$ cat config.mk
export PLATFORM = sky130hd
export DESIGN_NAME = ldo_rail_state_control
export DESIGN_NICKNAME = d
export VERILOG_FILES = /design/src/core/ldo_rail_pkg.sv /design/src/core/rail_ctrl_reg.sv /design/src/core/ldo_rail_state_control.sv
export VERILOG_INCLUDE_DIRS = /design/src /design/src/core
export SDC_FILE = /design/constraint.sdc
export NUM_CORES = 1
export LEC_CHECK = 0
export BUFFER_PORTS_ARGS = -buffer_cell sky130_fd_sc_hd__clkbuf_2
export CAP_MARGIN = 20
export CORE_ASPECT_RATIO = 0.6
export CORE_MARGIN = 2
export CORE_UTILIZATION = 53
export DETAILED_ROUTE_END_ITERATION = 8
export GPL_ROUTABILITY_DRIVEN = 0
export PLACE_DENSITY = 0.81
export SYNTH_ARGS = -nofsm -noshare
export SYNTH_HDL_FRONTEND = slang
export SYNTH_HIERARCHICAL = 1
export SYNTH_SLANG_ARGS = --single-unit
export TNS_END_PERCENT = 50
$ cat constraint.sdc
create_clock -name ref_clk -period 3 [get_ports ref_clk]
set_input_delay 0.15 -clock ref_clk [delete_from_list [all_inputs] [get_ports ref_clk]]
set_output_delay 0.15 -clock ref_clk [all_outputs]
set_load 0.02 [all_outputs]
$ cat src/core/ldo_rail_cfg.svh
/*
  Holds: addresses, reset values, field positions and state codes of the
  rail control registers.
  Assumes: included by bare name; only definitions live here.
*/
`ifndef LDO_RAIL_CFG_SVH
`define LDO_RAIL_CFG_SVH

// =====================================================================
// register map
`define AON_CTRL_ADDR   8'h45
`define MEM_CTRL_ADDR   8'h47
`define AON_CTRL_RST    8'h07
`define MEM_CTRL_RST    8'h24

// =====================================================================
// field layout
`define LIVE_MSB        2
`define LIVE_LSB        0
`define EXIT_MSB        5
`define EXIT_LSB        3
`define RSVD_MSB        7
`define RSVD_LSB        6

// =====================================================================
// state codes
`define CODE_OFF        3'h4
`define CODE_LOW        3'h5
`define CODE_ACTIVE     3'h6
`define CODE_VALID_BIT  2

`endif

$ cat src/core/ldo_rail_pkg.sv
/*
  Holds: types and decode functions shared by the rail control logic.
  Assumes: ldo_rail_cfg.svh is on the include path.
*/
`include "ldo_rail_cfg.svh"

package ldo_rail_pkg;

  typedef enum logic [1:0] {
    MODE_OFF    = 2'h0,
    MODE_LOW    = 2'h1,
    MODE_ACTIVE = 2'h3
  } rail_mode_t;

  typedef struct packed {
    logic [2:0] exit_state;
    logic [2:0] live_state;
  } rail_ctrl_t;

  typedef struct packed {
    logic active;
    logic low_power;
    logic discharge;
  } rail_status_t;

  // reserved codes 0..3 never reach the live field, read as off
  function automatic rail_mode_t mode_of(input logic [2:0] code);
    rail_mode_t m;
    m = MODE_OFF;
    case (code)
      `CODE_LOW:   m = MODE_LOW;
      3'h6, 3'h7:  m = MODE_ACTIVE;
      default:     m = MODE_OFF;
    endcase
    return m;
  endfunction

  function automatic rail_status_t status_of(input logic [2:0] code);
    rail_status_t s;
    s.active    = (mode_of(code) == MODE_ACTIVE);
    s.low_power = (mode_of(code) == MODE_LOW);
    s.discharge = (code == `CODE_OFF);
    return s;
  endfunction

  // codes 4..7 name a target, 0..3 mean leave unchanged
  function automatic logic is_target(input logic [2:0] code);
    return code[`CODE_VALID_BIT];
  endfunction

endpackage

$ cat src/core/rail_ctrl_reg.sv
/*
  Holds: one rail's 8-bit control register with live and exit fields,
  and the registered rail status decoded from the live field.
  Assumes: exit_pulse is a one-cycle pulse already in the ref_clk domain.
*/
`include "ldo_rail_cfg.svh"

module rail_ctrl_reg
  import ldo_rail_pkg::*;
#(
  parameter logic [7:0] RST_VAL = 8'h07
) (
  input  wire logic         ref_clk,
  input  wire logic         srst,
  input  wire logic         wr_en,
  input  wire logic [7:0]   wdata,
  input  wire logic         exit_pulse,
  output rail_ctrl_t        ctrl_q,
  output rail_status_t      status_q
);

  logic [2:0]          exit_q;
  logic [2:0]          live_q;

  // fields kept apart so each has exactly one writing process
  assign ctrl_q = '{exit_state: exit_q, live_state: live_q};

  // =====================================================================
  // exit field: plain read-write
  always_ff @(posedge ref_clk) begin
    if (srst) begin
      exit_q <= RST_VAL[`EXIT_MSB:`EXIT_LSB];
    end else if (wr_en) begin
      exit_q <= wdata[`EXIT_MSB:`EXIT_LSB];
    end
  end

  // =====================================================================
  // live field: exit copy wins over a same-cycle write
  always_ff @(posedge ref_clk) begin
    if (srst) begin
      live_q <= RST_VAL[`LIVE_MSB:`LIVE_LSB];
    end else if (exit_pulse && is_target(exit_q)) begin
      live_q <= exit_q;
    end else if (wr_en && is_target(wdata[`LIVE_MSB:`LIVE_LSB])) begin
      live_q <= wdata[`LIVE_MSB:`LIVE_LSB];
    end
  end

  // =====================================================================
  // decoded rail drive, one cycle behind the live field
  always_ff @(posedge ref_clk) begin
    if (srst) begin
      status_q <= status_of(RST_VAL[`LIVE_MSB:`LIVE_LSB]);
    end else begin
      status_q <= status_of(live_q);
    end
  end

endmodule

$ cat src/core/ldo_rail_state_control.sv
/*
  Holds: state control of the always-on and memory rails, discharge of
  the memory and core rails, and over-current / under-voltage events.
  Assumes: the serial host front end delivers decoded register accesses
  on ref_clk; standby exit and supervisor comparators are asynchronous
  pins; the core rail live state comes from ref_clk logic elsewhere.
*/
`include "ldo_rail_cfg.svh"

module ldo_rail_state_control
  import ldo_rail_pkg::*;
#(
  parameter int NUM_SUP = 3
) (
  input  wire logic                 ref_clk,
  input  wire logic                 srst,
  input  wire logic [7:0]           reg_addr,
  input  wire logic [7:0]           reg_wdata,
  input  wire logic                 reg_wr,
  input  wire logic                 reg_rd,
  output logic      [7:0]           reg_rdata,
  output logic                      reg_rvalid,
  input  wire logic                 standby_exit_pin,
  input  wire logic [2:0]           core_rail_live_state,
  input  wire logic [NUM_SUP-1:0]   oc_raw,
  input  wire logic [NUM_SUP-1:0]   uv_raw,
  output rail_status_t              always_on_rail_status,
  output rail_status_t              memory_rail_status,
  output logic                      core_rail_discharge,
  output logic      [NUM_SUP-1:0]   oc_event,
  output logic      [NUM_SUP-1:0]   uv_event
);

  rail_ctrl_t          aon_ctrl;
  rail_ctrl_t          mem_ctrl;
  logic                exit_s1_q;
  logic                exit_s2_q;
  logic                exit_s3_q;
  logic                exit_pulse;
  logic                wr_aon;
  logic                wr_mem;
  logic [NUM_SUP-1:0]  oc_s1_q;
  logic [NUM_SUP-1:0]  oc_s2_q;
  logic [NUM_SUP-1:0]  oc_s3_q;
  logic [NUM_SUP-1:0]  uv_s1_q;
  logic [NUM_SUP-1:0]  uv_s2_q;
  logic [NUM_SUP-1:0]  uv_s3_q;
  logic [7:0]          rdata_d;

  function automatic logic [7:0] pack_reg(input rail_ctrl_t c);
    return {2'b00, c.exit_state, c.live_state};
  endfunction

  // =====================================================================
  // standby exit pin: synchroniser and rising-edge pulse
  always_ff @(posedge ref_clk) begin
    if (srst) begin
      exit_s1_q <= 1'b0;
      exit_s2_q <= 1'b0;
      exit_s3_q <= 1'b0;
    end else begin
      exit_s1_q <= standby_exit_pin;
      exit_s2_q <= exit_s1_q;
      exit_s3_q <= exit_s2_q;
    end
  end

  assign exit_pulse = exit_s2_q & ~exit_s3_q;

  // =====================================================================
  // register write decode, one strobe per rail
  assign wr_aon = reg_wr && (reg_addr == `AON_CTRL_ADDR);
  assign wr_mem = reg_wr && (reg_addr == `MEM_CTRL_ADDR);

  rail_ctrl_reg #(
    .RST_VAL    (`AON_CTRL_RST)
  ) u_aon_reg (
    .ref_clk    (ref_clk),
    .srst       (srst),
    .wr_en      (wr_aon),
    .wdata      (reg_wdata),
    .exit_pulse (exit_pulse),
    .ctrl_q     (aon_ctrl),
    .status_q   (always_on_rail_status)
  );

  rail_ctrl_reg #(
    .RST_VAL    (`MEM_CTRL_RST)
  ) u_mem_reg (
    .ref_clk    (ref_clk),
    .srst       (srst),
    .wr_en      (wr_mem),
    .wdata      (reg_wdata),
    .exit_pulse (exit_pulse),
    .ctrl_q     (mem_ctrl),
    .status_q   (memory_rail_status)
  );

  // =====================================================================
  // register read, data registered, unmapped reads as zero
  always_comb begin
    rdata_d = 8'h00;
    case (reg_addr)
      `AON_CTRL_ADDR: rdata_d = pack_reg(aon_ctrl);
      `MEM_CTRL_ADDR: rdata_d = pack_reg(mem_ctrl);
      default:        rdata_d = 8'h00;
    endcase
  end

  always_ff @(posedge ref_clk) begin
    if (srst) begin
      reg_rdata  <= 8'h00;
      reg_rvalid <= 1'b0;
    end else begin
      reg_rdata  <= reg_rd ? rdata_d : 8'h00;
      reg_rvalid <= reg_rd;
    end
  end

  // =====================================================================
  // core rail discharge while its live state is off
  always_ff @(posedge ref_clk) begin
    if (srst) begin
      core_rail_discharge <= 1'b0;
    end else begin
      core_rail_discharge <= (core_rail_live_state == `CODE_OFF);
    end
  end

  // =====================================================================
  // supervisor inputs: synchronise, pulse on each new condition
  always_ff @(posedge ref_clk) begin
    if (srst) begin
      oc_s1_q  <= '0;
      oc_s2_q  <= '0;
      oc_s3_q  <= '0;
      oc_event <= '0;
    end else begin
      oc_s1_q  <= oc_raw;
      oc_s2_q  <= oc_s1_q;
      oc_s3_q  <= oc_s2_q;
      oc_event <= oc_s2_q & ~oc_s3_q;
    end
  end

  always_ff @(posedge ref_clk) begin
    if (srst) begin
      uv_s1_q  <= '0;
      uv_s2_q  <= '0;
      uv_s3_q  <= '0;
      uv_event <= '0;
    end else begin
      uv_s1_q  <= uv_raw;
      uv_s2_q  <= uv_s1_q;
      uv_s3_q  <= uv_s2_q;
      uv_event <= uv_s2_q & ~uv_s3_q;
    end
  end

  genvar gi;
  generate
    for (gi = 0; gi < NUM_SUP; gi++) begin : g_sup_chk

    end
  endgenerate
endmodule

After elaboration in Yosys (flattened, before gate mapping)
Index checks and enable logic that the tools add are counted.
Widths: inputs -> output; s select.
{ "word_totals": {"in_bits": 30, "word_cells": 66, "output_inout_bits": 22, "regBits": 55} }
{ "classes": {"n_bitwise": 7, "muxes": 9, "eq_ne": 15, "n_reduce_logical": 11} }
{ "ops": {"columns": ["operator", "count"], "rows": [
  ["$eq 3x3->1 const B", 9],
  ["$eq 8x7->1 const B", 2],
  ["$mux 3", 4],
  ["$pmux 6 s2", 1],
  ["$pmux 2 s2", 2],
  ["$and 3x3->3", 2],
  ["$logic_and 1x1->1", 6],
  ["$not 3->3", 2],
  ["$reduce_or 2->1", 3],
  ["$eq 2x1->1 const B", 2],
  ["$eq 2x2->1 const B", 2],
  ["$mux 2", 2],
  ["$reduce_bool 2->1", 2],
  ["$not 1->1", 2],
  ["$and 1x1->1", 1]
]} }

Longest topological paths before layout
Gate-level depths: netlist (run 1).
{ "logic_depth": {"word_depth": 5, "depth_mapped": 6} }

Modules after synthesis
Netlist (run 1), hierarchy kept.
{ "modules_own_cells": {"columns": ["module", "instances", "cells_per_inst", "area_each_um2"], "rows": [
  ["ldo_rail_state_control", 1, 91, 1077.3],
  ["rail_ctrl_reg at u_aon_reg", 1, 31, 354.1],
  ["rail_ctrl_reg at u_mem_reg", 1, 32, 347.8]
]} }

Worst setup path after synthesis (run 1)
OpenSTA, ideal clock, no wires.
{ "synth_timing": {"kind": "in2reg", "startpoint": "input port reg_addr[5]", "endpoint": "register u_mem_reg.live_q[0]", "t_arrival_ns": 1.451, "n_path_buf": 2, "setup_slack_ns": 1.458, "path_stages": 6, "cell_sequence": "or4b_4 -> buf_6 -> nor3_1 -> buf_6 -> nand3_1 -> a311oi_1"} }
{ "synth_via": {"elab_chain_cells": 4} }
{ "synth_rtl": {"columns": ["element", "line_no", "text"], "rows": [
  ["from (decl)", "ldo_rail_state_control.sv:17", "input wire logic [7:0] reg_addr,"],
  ["$eq 8x7->1", null, null],
  ["$logic_and 1x1->1", "ldo_rail_state_control.sv:73", "assign wr_mem = reg_wr && (reg_addr == `MEM_CTRL_ADDR);"],
  ["net wr_mem", "ldo_rail_state_control.sv:41", "logic wr_mem;"],
  ["$logic_and 1x1->1", "rail_ctrl_reg.sv:45", "end else if (wr_en && is_target(wdata[`LIVE_MSB:`LIVE_LSB])) begin"],
  ["$reduce_bool 2->1 (no line)", null, null],
  ["to (signal assigned)", "rail_ctrl_reg.sv:42", "live_q <= RST_VAL[`LIVE_MSB:`LIVE_LSB];"],
  ["to (signal assigned)", "rail_ctrl_reg.sv:44", "live_q <= exit_q;"],
  ["to (signal assigned)", "rail_ctrl_reg.sv:46", "live_q <= wdata[`LIVE_MSB:`LIVE_LSB];"],
  ["to (decl)", "rail_ctrl_reg.sv:23", "logic [2:0] live_q;"]
]} }
The timed path passes the listed nets, and every way through them passes these cells.
A chain may end at the register's enable or synchronous reset.

Worst setup path in the final report (run 1)
Ends and elaborated chain as after synthesis.

==> results of run 1 <==
-- metrics by stage --
step	hold slack [ps]	instance area, sq um	std cells	util, %
after floorplan	226.7	1783	155	-
after global routing	6.821	2162	248	67.08
after global placement	314.8	2014	239	62.50
final	15.51	2162	248	67.08
after CTS	5.148	2162	248	67.08
after detailed placement	329.4	2014	239	62.50
-- state kept, by name, indices dropped and copies added, names as in the netlist, 3 cells and up --
signal              count
uv_s3_q                 3
u_mem_reg/live_q        3
uv_event                3
uv_s2_q                 3
u_aon_reg/live_q        3
oc_s1_q                 3
oc_event                3
oc_s2_q                 3
u_mem_reg/status_q      3
oc_s3_q                 3
u_aon_reg/exit_q        3
uv_s1_q                 3
u_aon_reg/status_q      3
u_mem_reg/exit_q        3
reg_rdata               6
-- final timing paths --
kind,start,end,cells after the start
worst max register to register,exit_s2_q$_SDFF_PP0_,u_aon_reg/live_q[2]$_SDFFE_PP1P_,3
worst max-delay path,reg_addr[5],u_mem_reg/live_q[0]$_SDFFE_PP0P_,6
worst min register to register,uv_s3_q[1]$_SDFF_PP0_,uv_event[1]$_SDFF_PP0_,1
worst min-delay path,core_rail_live_state[0],core_rail_discharge$_SDFF_PP0_,2
-- layout make-up --
cell class / count / area (sq um) / area share, %
clock buffer: 5 / 68.82 / 3.183
clock inverter: 3 / 68.82 / 3.183
inverter: 2 / 7.507 / 0.3472
multi-input combinational: 90 / 639.4 / 29.57
sequential: 53 / 1061 / 49.07
tap: 45 / 56.30 / 2.604
timing repair buffer: 50 / 260.3 / 12.04
-- logic make-up after synthesis --
kind of cell	Yosys count
muxes	11
DFF	53
buffers and inverters	12
other	1
and+or+nand+nor	63
AOI/OAI and AO/OA	14
-- per-layer routing --
metal,share of wire [%],wire (microns),vias up
li1,-,-,616
met5,0,0,-
met1,48,1457,545
met3,8.1,247,8
met4,2.3,71,0
met2,42,1261,51
-- placed cells by master, fill, tap and decap left out, types with 3 or more instances in the layout --
master	instances
a21bo_1	3
and3b_1	3
clkbuf_2	47
clkbuf_8	5
dfxtp_1	53
mux2i_1	11
nand3_1	4
nor2_1	8
nor2b_1	29
nor4_1	6
-- report_power, final --
part           switching (mW)  leakage [nW]  total (mW)  internal [mW]
registers             0.00504         0.432       0.725          0.720
logic                  0.0383         0.453      0.0712         0.0329
clock network           0.225        0.0687       0.560          0.335
==> impl_metrics.py, run 1 <==
metrics = {
    "synth": {
        "synthSimpleGateAreaFrac_pct": 22.36,
        "synth-seq-cells": 53,
        "synth_top_family_by_area": "simple AND/OR/NAND/NOR gates",
        "synth_area_leader_cell": "dfxtp_1",
        "synth_most_common_cell": "dfxtp_1",
        "synth-adder-area-share_pct": 0,
        "synth_xor_area_share_pct": 0,
        "synthArstFlopShare_pct": 0,
        "synth_cells": 154,
        "netlist_area_sq_um": 1779,
        "synthFlopType": "dfxtp_1",
        "yosysTopAreaCellShare_pct": 59.63,
        "synth-seq-area-share_pct": 59.63,
        "muxShareOfSynthArea_pct": 6.188,
        "synth_compound_area_share_pct": 6.962,
        "synth_area_per_cell_sq_um": 11.55,
        "synth-warning-count": 6,
        "synthTopCellsByArea": "dfxtp_1 60%, nor2b_1 10%, mux2i_1 6.2%",
        "synth.distinct_cells": 32,
        "synthTopCellsByCount": "53 x dfxtp_1, 29 x nor2b_1, 11 x mux2i_1",
        "synth-edff-count": 0,
    },
    "critical_path": {
        "critPathKind": "in2reg",
        "worst_ep_arrival_time_ps": 1590,
        "crit_required_ps": 3210,
        "reg2reg_slack_ps": 1930,
        "crit_family": "simple AND/OR/NAND/NOR gates",
        "start_kind": "input port",
        "path_cells": "clkbuf_2 > or4b_4 > nor3_1 > buf_4 > nand3_1 > a311oi_1",
        "slowest_stage": "or4b_4",
        "slowest_delay_ps": 590,
        "endpoint_kind": "flip-flop",
        "cp_max_fo": 9,
        "cp_num_buf_inv": 2,
    },
    "clock_tree": {
        "htree_levels": 2,
        "clk-insertion-delay-late_ps": 300,
        "cts-resized-gates": 0,
        "cts_tree": "done",
        "cts-hold-fix-buffers": 1,
        "cts_buffers": 5,
        "cts-root-buf": "clkbuf_8",
        "path_clk_slew_ps": 90,
        "cts_setup_buffers": 0,
        "clockBufferDepth": 2,
        "clkSinkCount": 53,
    },
    "sta": {
        "period_share_pct": 46.07,
        "post-route-min-period_ps": 1382,
        "slew_violations": 0,
        "rsz0062_at_grt": "false",
        "max_freq_mhz": 723.5,
        "finalSetupViolCount": 0,
        "clock-skew-final_ps": 7.342,
        "finalHoldViolCount": 0,
        "fin_setup_tns_ps": 0,
        "worst_slew_pin_slew_ps": 741.9,
        "maxSlewHeadroom_pct": 50.54,
        "fin_ws_ps": 1618,
    },
    "routing": {
        "vias": 1220,
        "drtPass1Iterations": 4,
        "postRouteAntennaNets": 0,
        "post_drt_wl_per_cell_microns": 12.25,
        "drc": 0,
        "vias_per_cell": 4.919,
        "initialDrtViolationCount": 64,
        "totalWireLength_microns": 3037,
    },
    "placed_design": {
        "dp_slack_ps": 1341,
        "portBuffers": 47,
        "place_hpwl_microns": 2224,
    },
    "floorplanning": {
        "num_io_pins": 52,
        "rows": 16,
        "start_util_pct": 55.20,
        "coreArea_sq_um": 3223,
        "dieHeight_microns": 48.88,
        "die_area_sq_um": 3852,
        "fp.dieW_microns": 78.80,
    },
    "cells_and_area": {
        "diodes": 0,
        "syn2layout_area_growth_pct": 21.52,
        "n_fill_cell": 259,
        "nNetsFinal": 232,
        "final_layout_size_suffix_gt1_share_pct": 30.54,
    },
    "global_routing": {
        "grtUsageMet1_pct": 22.86,
        "grt.busiest_layer": "met2",
        "antenna_found_initial": 0,
        "grtUsageMet3_pct": 5.556,
        "grt_pass1_vias": 1107,
        "track_usage_pct": 17.20,
        "grt_pass1_wl_microns": 5043,
        "use_met2_pct": 25.50,
        "grt_max_degree": 43,
        "grt_overflow_total": 0,
    },
    "job": {
        "max_cap_viol_count": 0,
    },
    "power_and_ir_drop": {
        "irDropWorstVdd_mv": 0.4436,
        "p_leak_nw": 0.9540,
        "powerDensity_nw_per_um2": 627.6,
        "power_mw": 1.357,
    },
    "worst_hold_path": {
        "hold_path.class": "in2reg",
    },
    "outcome": {
        "outcome": "complete, no violations",
    },
}
No activity file was read; power rests on OpenSTA's default activity.
==> inputs of run 2 (changes only) <==
--- a/config.mk
+++ b/config.mk
@@ -10,10 +10,10 @@
 export CAP_MARGIN = 20
 export CORE_ASPECT_RATIO = 0.6
 export CORE_MARGIN = 2
-export CORE_UTILIZATION = 53
+export CORE_UTILIZATION = 50
 export DETAILED_ROUTE_END_ITERATION = 8
 export GPL_ROUTABILITY_DRIVEN = 0
-export PLACE_DENSITY = 0.81
+export PLACE_DENSITY = 0.78
 export SYNTH_ARGS = -nofsm -noshare
 export SYNTH_HDL_FRONTEND = slang
 export SYNTH_HIERARCHICAL = 1
==> constraint.sdc (replaced) <==
create_clock -name ref_clk -period 1.3 [get_ports ref_clk]
set_input_delay 0.065 -clock ref_clk [delete_from_list [all_inputs] [get_ports ref_clk]]
set_output_delay 0.065 -clock ref_clk [all_outputs]
set_load 0.02 [all_outputs]
==> run 2 against run 1 <==
- sequential power rose by 130%
- cell count rose by 5.6%
- critical path depth did not move
- wire length rose by 11%
- via count rose by 7.3%
- largest power group unchanged
- highest routed layer unchanged
==> impl_metrics.py, run 2 (same netlist as run 1, synthesis figures left out) <==
metrics = {
    "outcome": {
        "outcome": "complete, no violations",
    },
    "critical_path": {
        "path_cells": "clkbuf_2 > or4b_4 > nor3_4 > buf_12 > nand3_1 > a311oi_1",
        "critPathKind": "in2reg",
        "reg2reg_slack_ps": 200,
        "crit_required_ps": 1520,
        "crit_family": "simple AND/OR/NAND/NOR gates",
        "crit_start": "reg_addr[5]",
        "r2r-end": "u_aon_reg/live_q[2]$_SDFFE_PP1P_",
        "timing.rr.start": "exit_s2_q$_SDFF_PP0_",
        "cp_max_fo": 9,
        "start_kind": "input port",
        "slowest_delay_ps": 570,
        "worst_ep_arrival_time_ps": 1400,
        "cp_num_buf_inv": 2,
        "slowest_stage": "or4b_4",
        "endpoint_kind": "flip-flop",
        "reg2regPathDepth": 3,
    },
    "routing": {
        "drtPass1Iterations": 4,
        "postRouteAntennaNets": 0,
        "initialDrtViolationCount": 38,
        "vias_per_cell": 4.996,
        "totalWireLength_microns": 3361,
        "drc": 0,
        "vias": 1309,
        "post_drt_wl_per_cell_microns": 12.83,
    },
    "sta": {
        "slew_violations": 0,
        "fin_setup_tns_ps": 0,
        "rsz0062_at_grt": "false",
        "period_share_pct": 91.12,
        "max_freq_mhz": 844.2,
        "finalHoldViolCount": 0,
        "clock-skew-final_ps": 10.65,
        "post-route-min-period_ps": 1185,
        "finalSetupViolCount": 0,
    },
    "worst_hold_path": {
        "hold_path.class": "in2reg",
        "holdPathEnd": "core_rail_discharge$_SDFF_PP0_",
        "hold_start": "core_rail_live_state[2]",
        "holdPathStages": 2,
    },
    "cells_and_area": {
        "nNetsFinal": 246,
        "final_common_cell": "dfxtp_1",
        "final_cell_mix": "53 x dfxtp_1, 47 x clkbuf_2, 29 x nor2b_1",
        "largest_reg_flops": 6,
        "final_cells": 262,
        "diodes": 0,
        "syn2layout_area_growth_pct": 29.25,
        "final_layout_size_suffix_gt1_share_pct": 32.26,
        "fin_util_pct": 69.20,
        "regMostFlops": "reg_rdata",
        "final_area_sq_um": 2300,
    },
    "power_and_ir_drop": {
        "powerDensity_nw_per_um2": 1221,
        "p_leak_nw": 1.013,
        "irDropWorstVdd_mv": 0.7056,
    },
    "clock_tree": {
        "cts_setup_buffers": 0,
        "cts_tree": "done",
        "clk-insertion-delay-late_ps": 310,
        "path_clk_slew_ps": 90,
        "htree_levels": 2,
        "cts_buffers": 5,
        "cts-root-buf": "clkbuf_8",
        "clockBufferDepth": 2,
        "clkSinkCount": 53,
    },
    "floorplanning": {
        "fp.dieW_microns": 81.01,
        "start_util_pct": 53.54,
        "num_io_pins": 52,
        "coreArea_sq_um": 3323,
        "die_area_sq_um": 4067,
        "dieHeight_microns": 50.21,
        "rows": 16,
    },
    "global_routing": {
        "grt_max_degree": 19,
        "antenna_found_initial": 0,
        "grt_overflow_total": 0,
        "track_usage_pct": 18.30,
        "grt_pass1_vias": 1212,
        "grt_pass1_wl_microns": 5444,
    },
    "job": {
        "max_cap_viol_count": 0,
    },
    "placed_design": {
        "portBuffers": 47,
        "place_hpwl_microns": 2471,
        "place_inst": 244,
        "placed_area_sq_um": 2100,
    },
}
[run 2: metal layers]
layer	GRT usage (%)	routed length, microns	up-vias
met2	28.51	1485	55
li1	-	-	647
met4	9.322	68	0
met3	4.856	240	8
met5	0	0	-
met1	23.50	1566	599
[run 2: metrics by stage]
step / hold WS [ps] / power (mW) / worst slack, ps
after detailed placement: 242.5 / 1.891 / -183.9
after floorplan: 141.7 / 1.816 / -49.29
final: 24.16 / 2.809 / 115.5
after global routing: 23.66 / 2.927 / 50.20
after CTS: 16.82 / 2.834 / 45.91
after global placement: 227.5 / 1.884 / -124.9
[run 2: cell type report]
class	instances	area (sq um)
inverters	2	7.507
flip-flops and latches	53	1061
fillers	248	1023
clock inverters	3	25.02
clock buffers	5	68.82
well taps	45	56.30
multi-input cells	90	668.1
repair buffers	64	412.9
[run 2: how the worst max path moves through the flow]
stage	slack [ps]	end	depth (start not counted)
2_1_floorplan	-50	u_mem_reg/live_q[0]$_SDFFE_PP0P_	6
3_3_place_gp	-120	u_mem_reg/live_q[1]$_SDFFE_PP0P_	6
3_5_place_dp	-180	u_mem_reg/live_q[1]$_SDFFE_PP0P_	6
4_1_cts	50	core_rail_discharge$_SDFF_PP0_	4
5_1_grt	50	u_mem_reg/live_q[1]$_SDFFE_PP0P_	6
6_report	120	u_mem_reg/live_q[0]$_SDFFE_PP0P_	6
[run 2: report_power, final]
part	switching, mW	internal, mW	total (mW)	leakage [nW]
Sequential	0.0126	1.66	1.68	0.432
Clock	0.540	0.389	0.929	0.0447
Combinational	0.101	0.103	0.204	0.536
Total	0.654	2.15	2.81	1.01
[run 2: timing repair]
| item | CTS | global route |
|---|---|---|
| hold endpoints to repair | 9 | 1 |
| endpoints found under the setup margin | 0 | 1 |
| gates resized for setup | 0 | 1 |
| hold buffers | 10 | 1 |
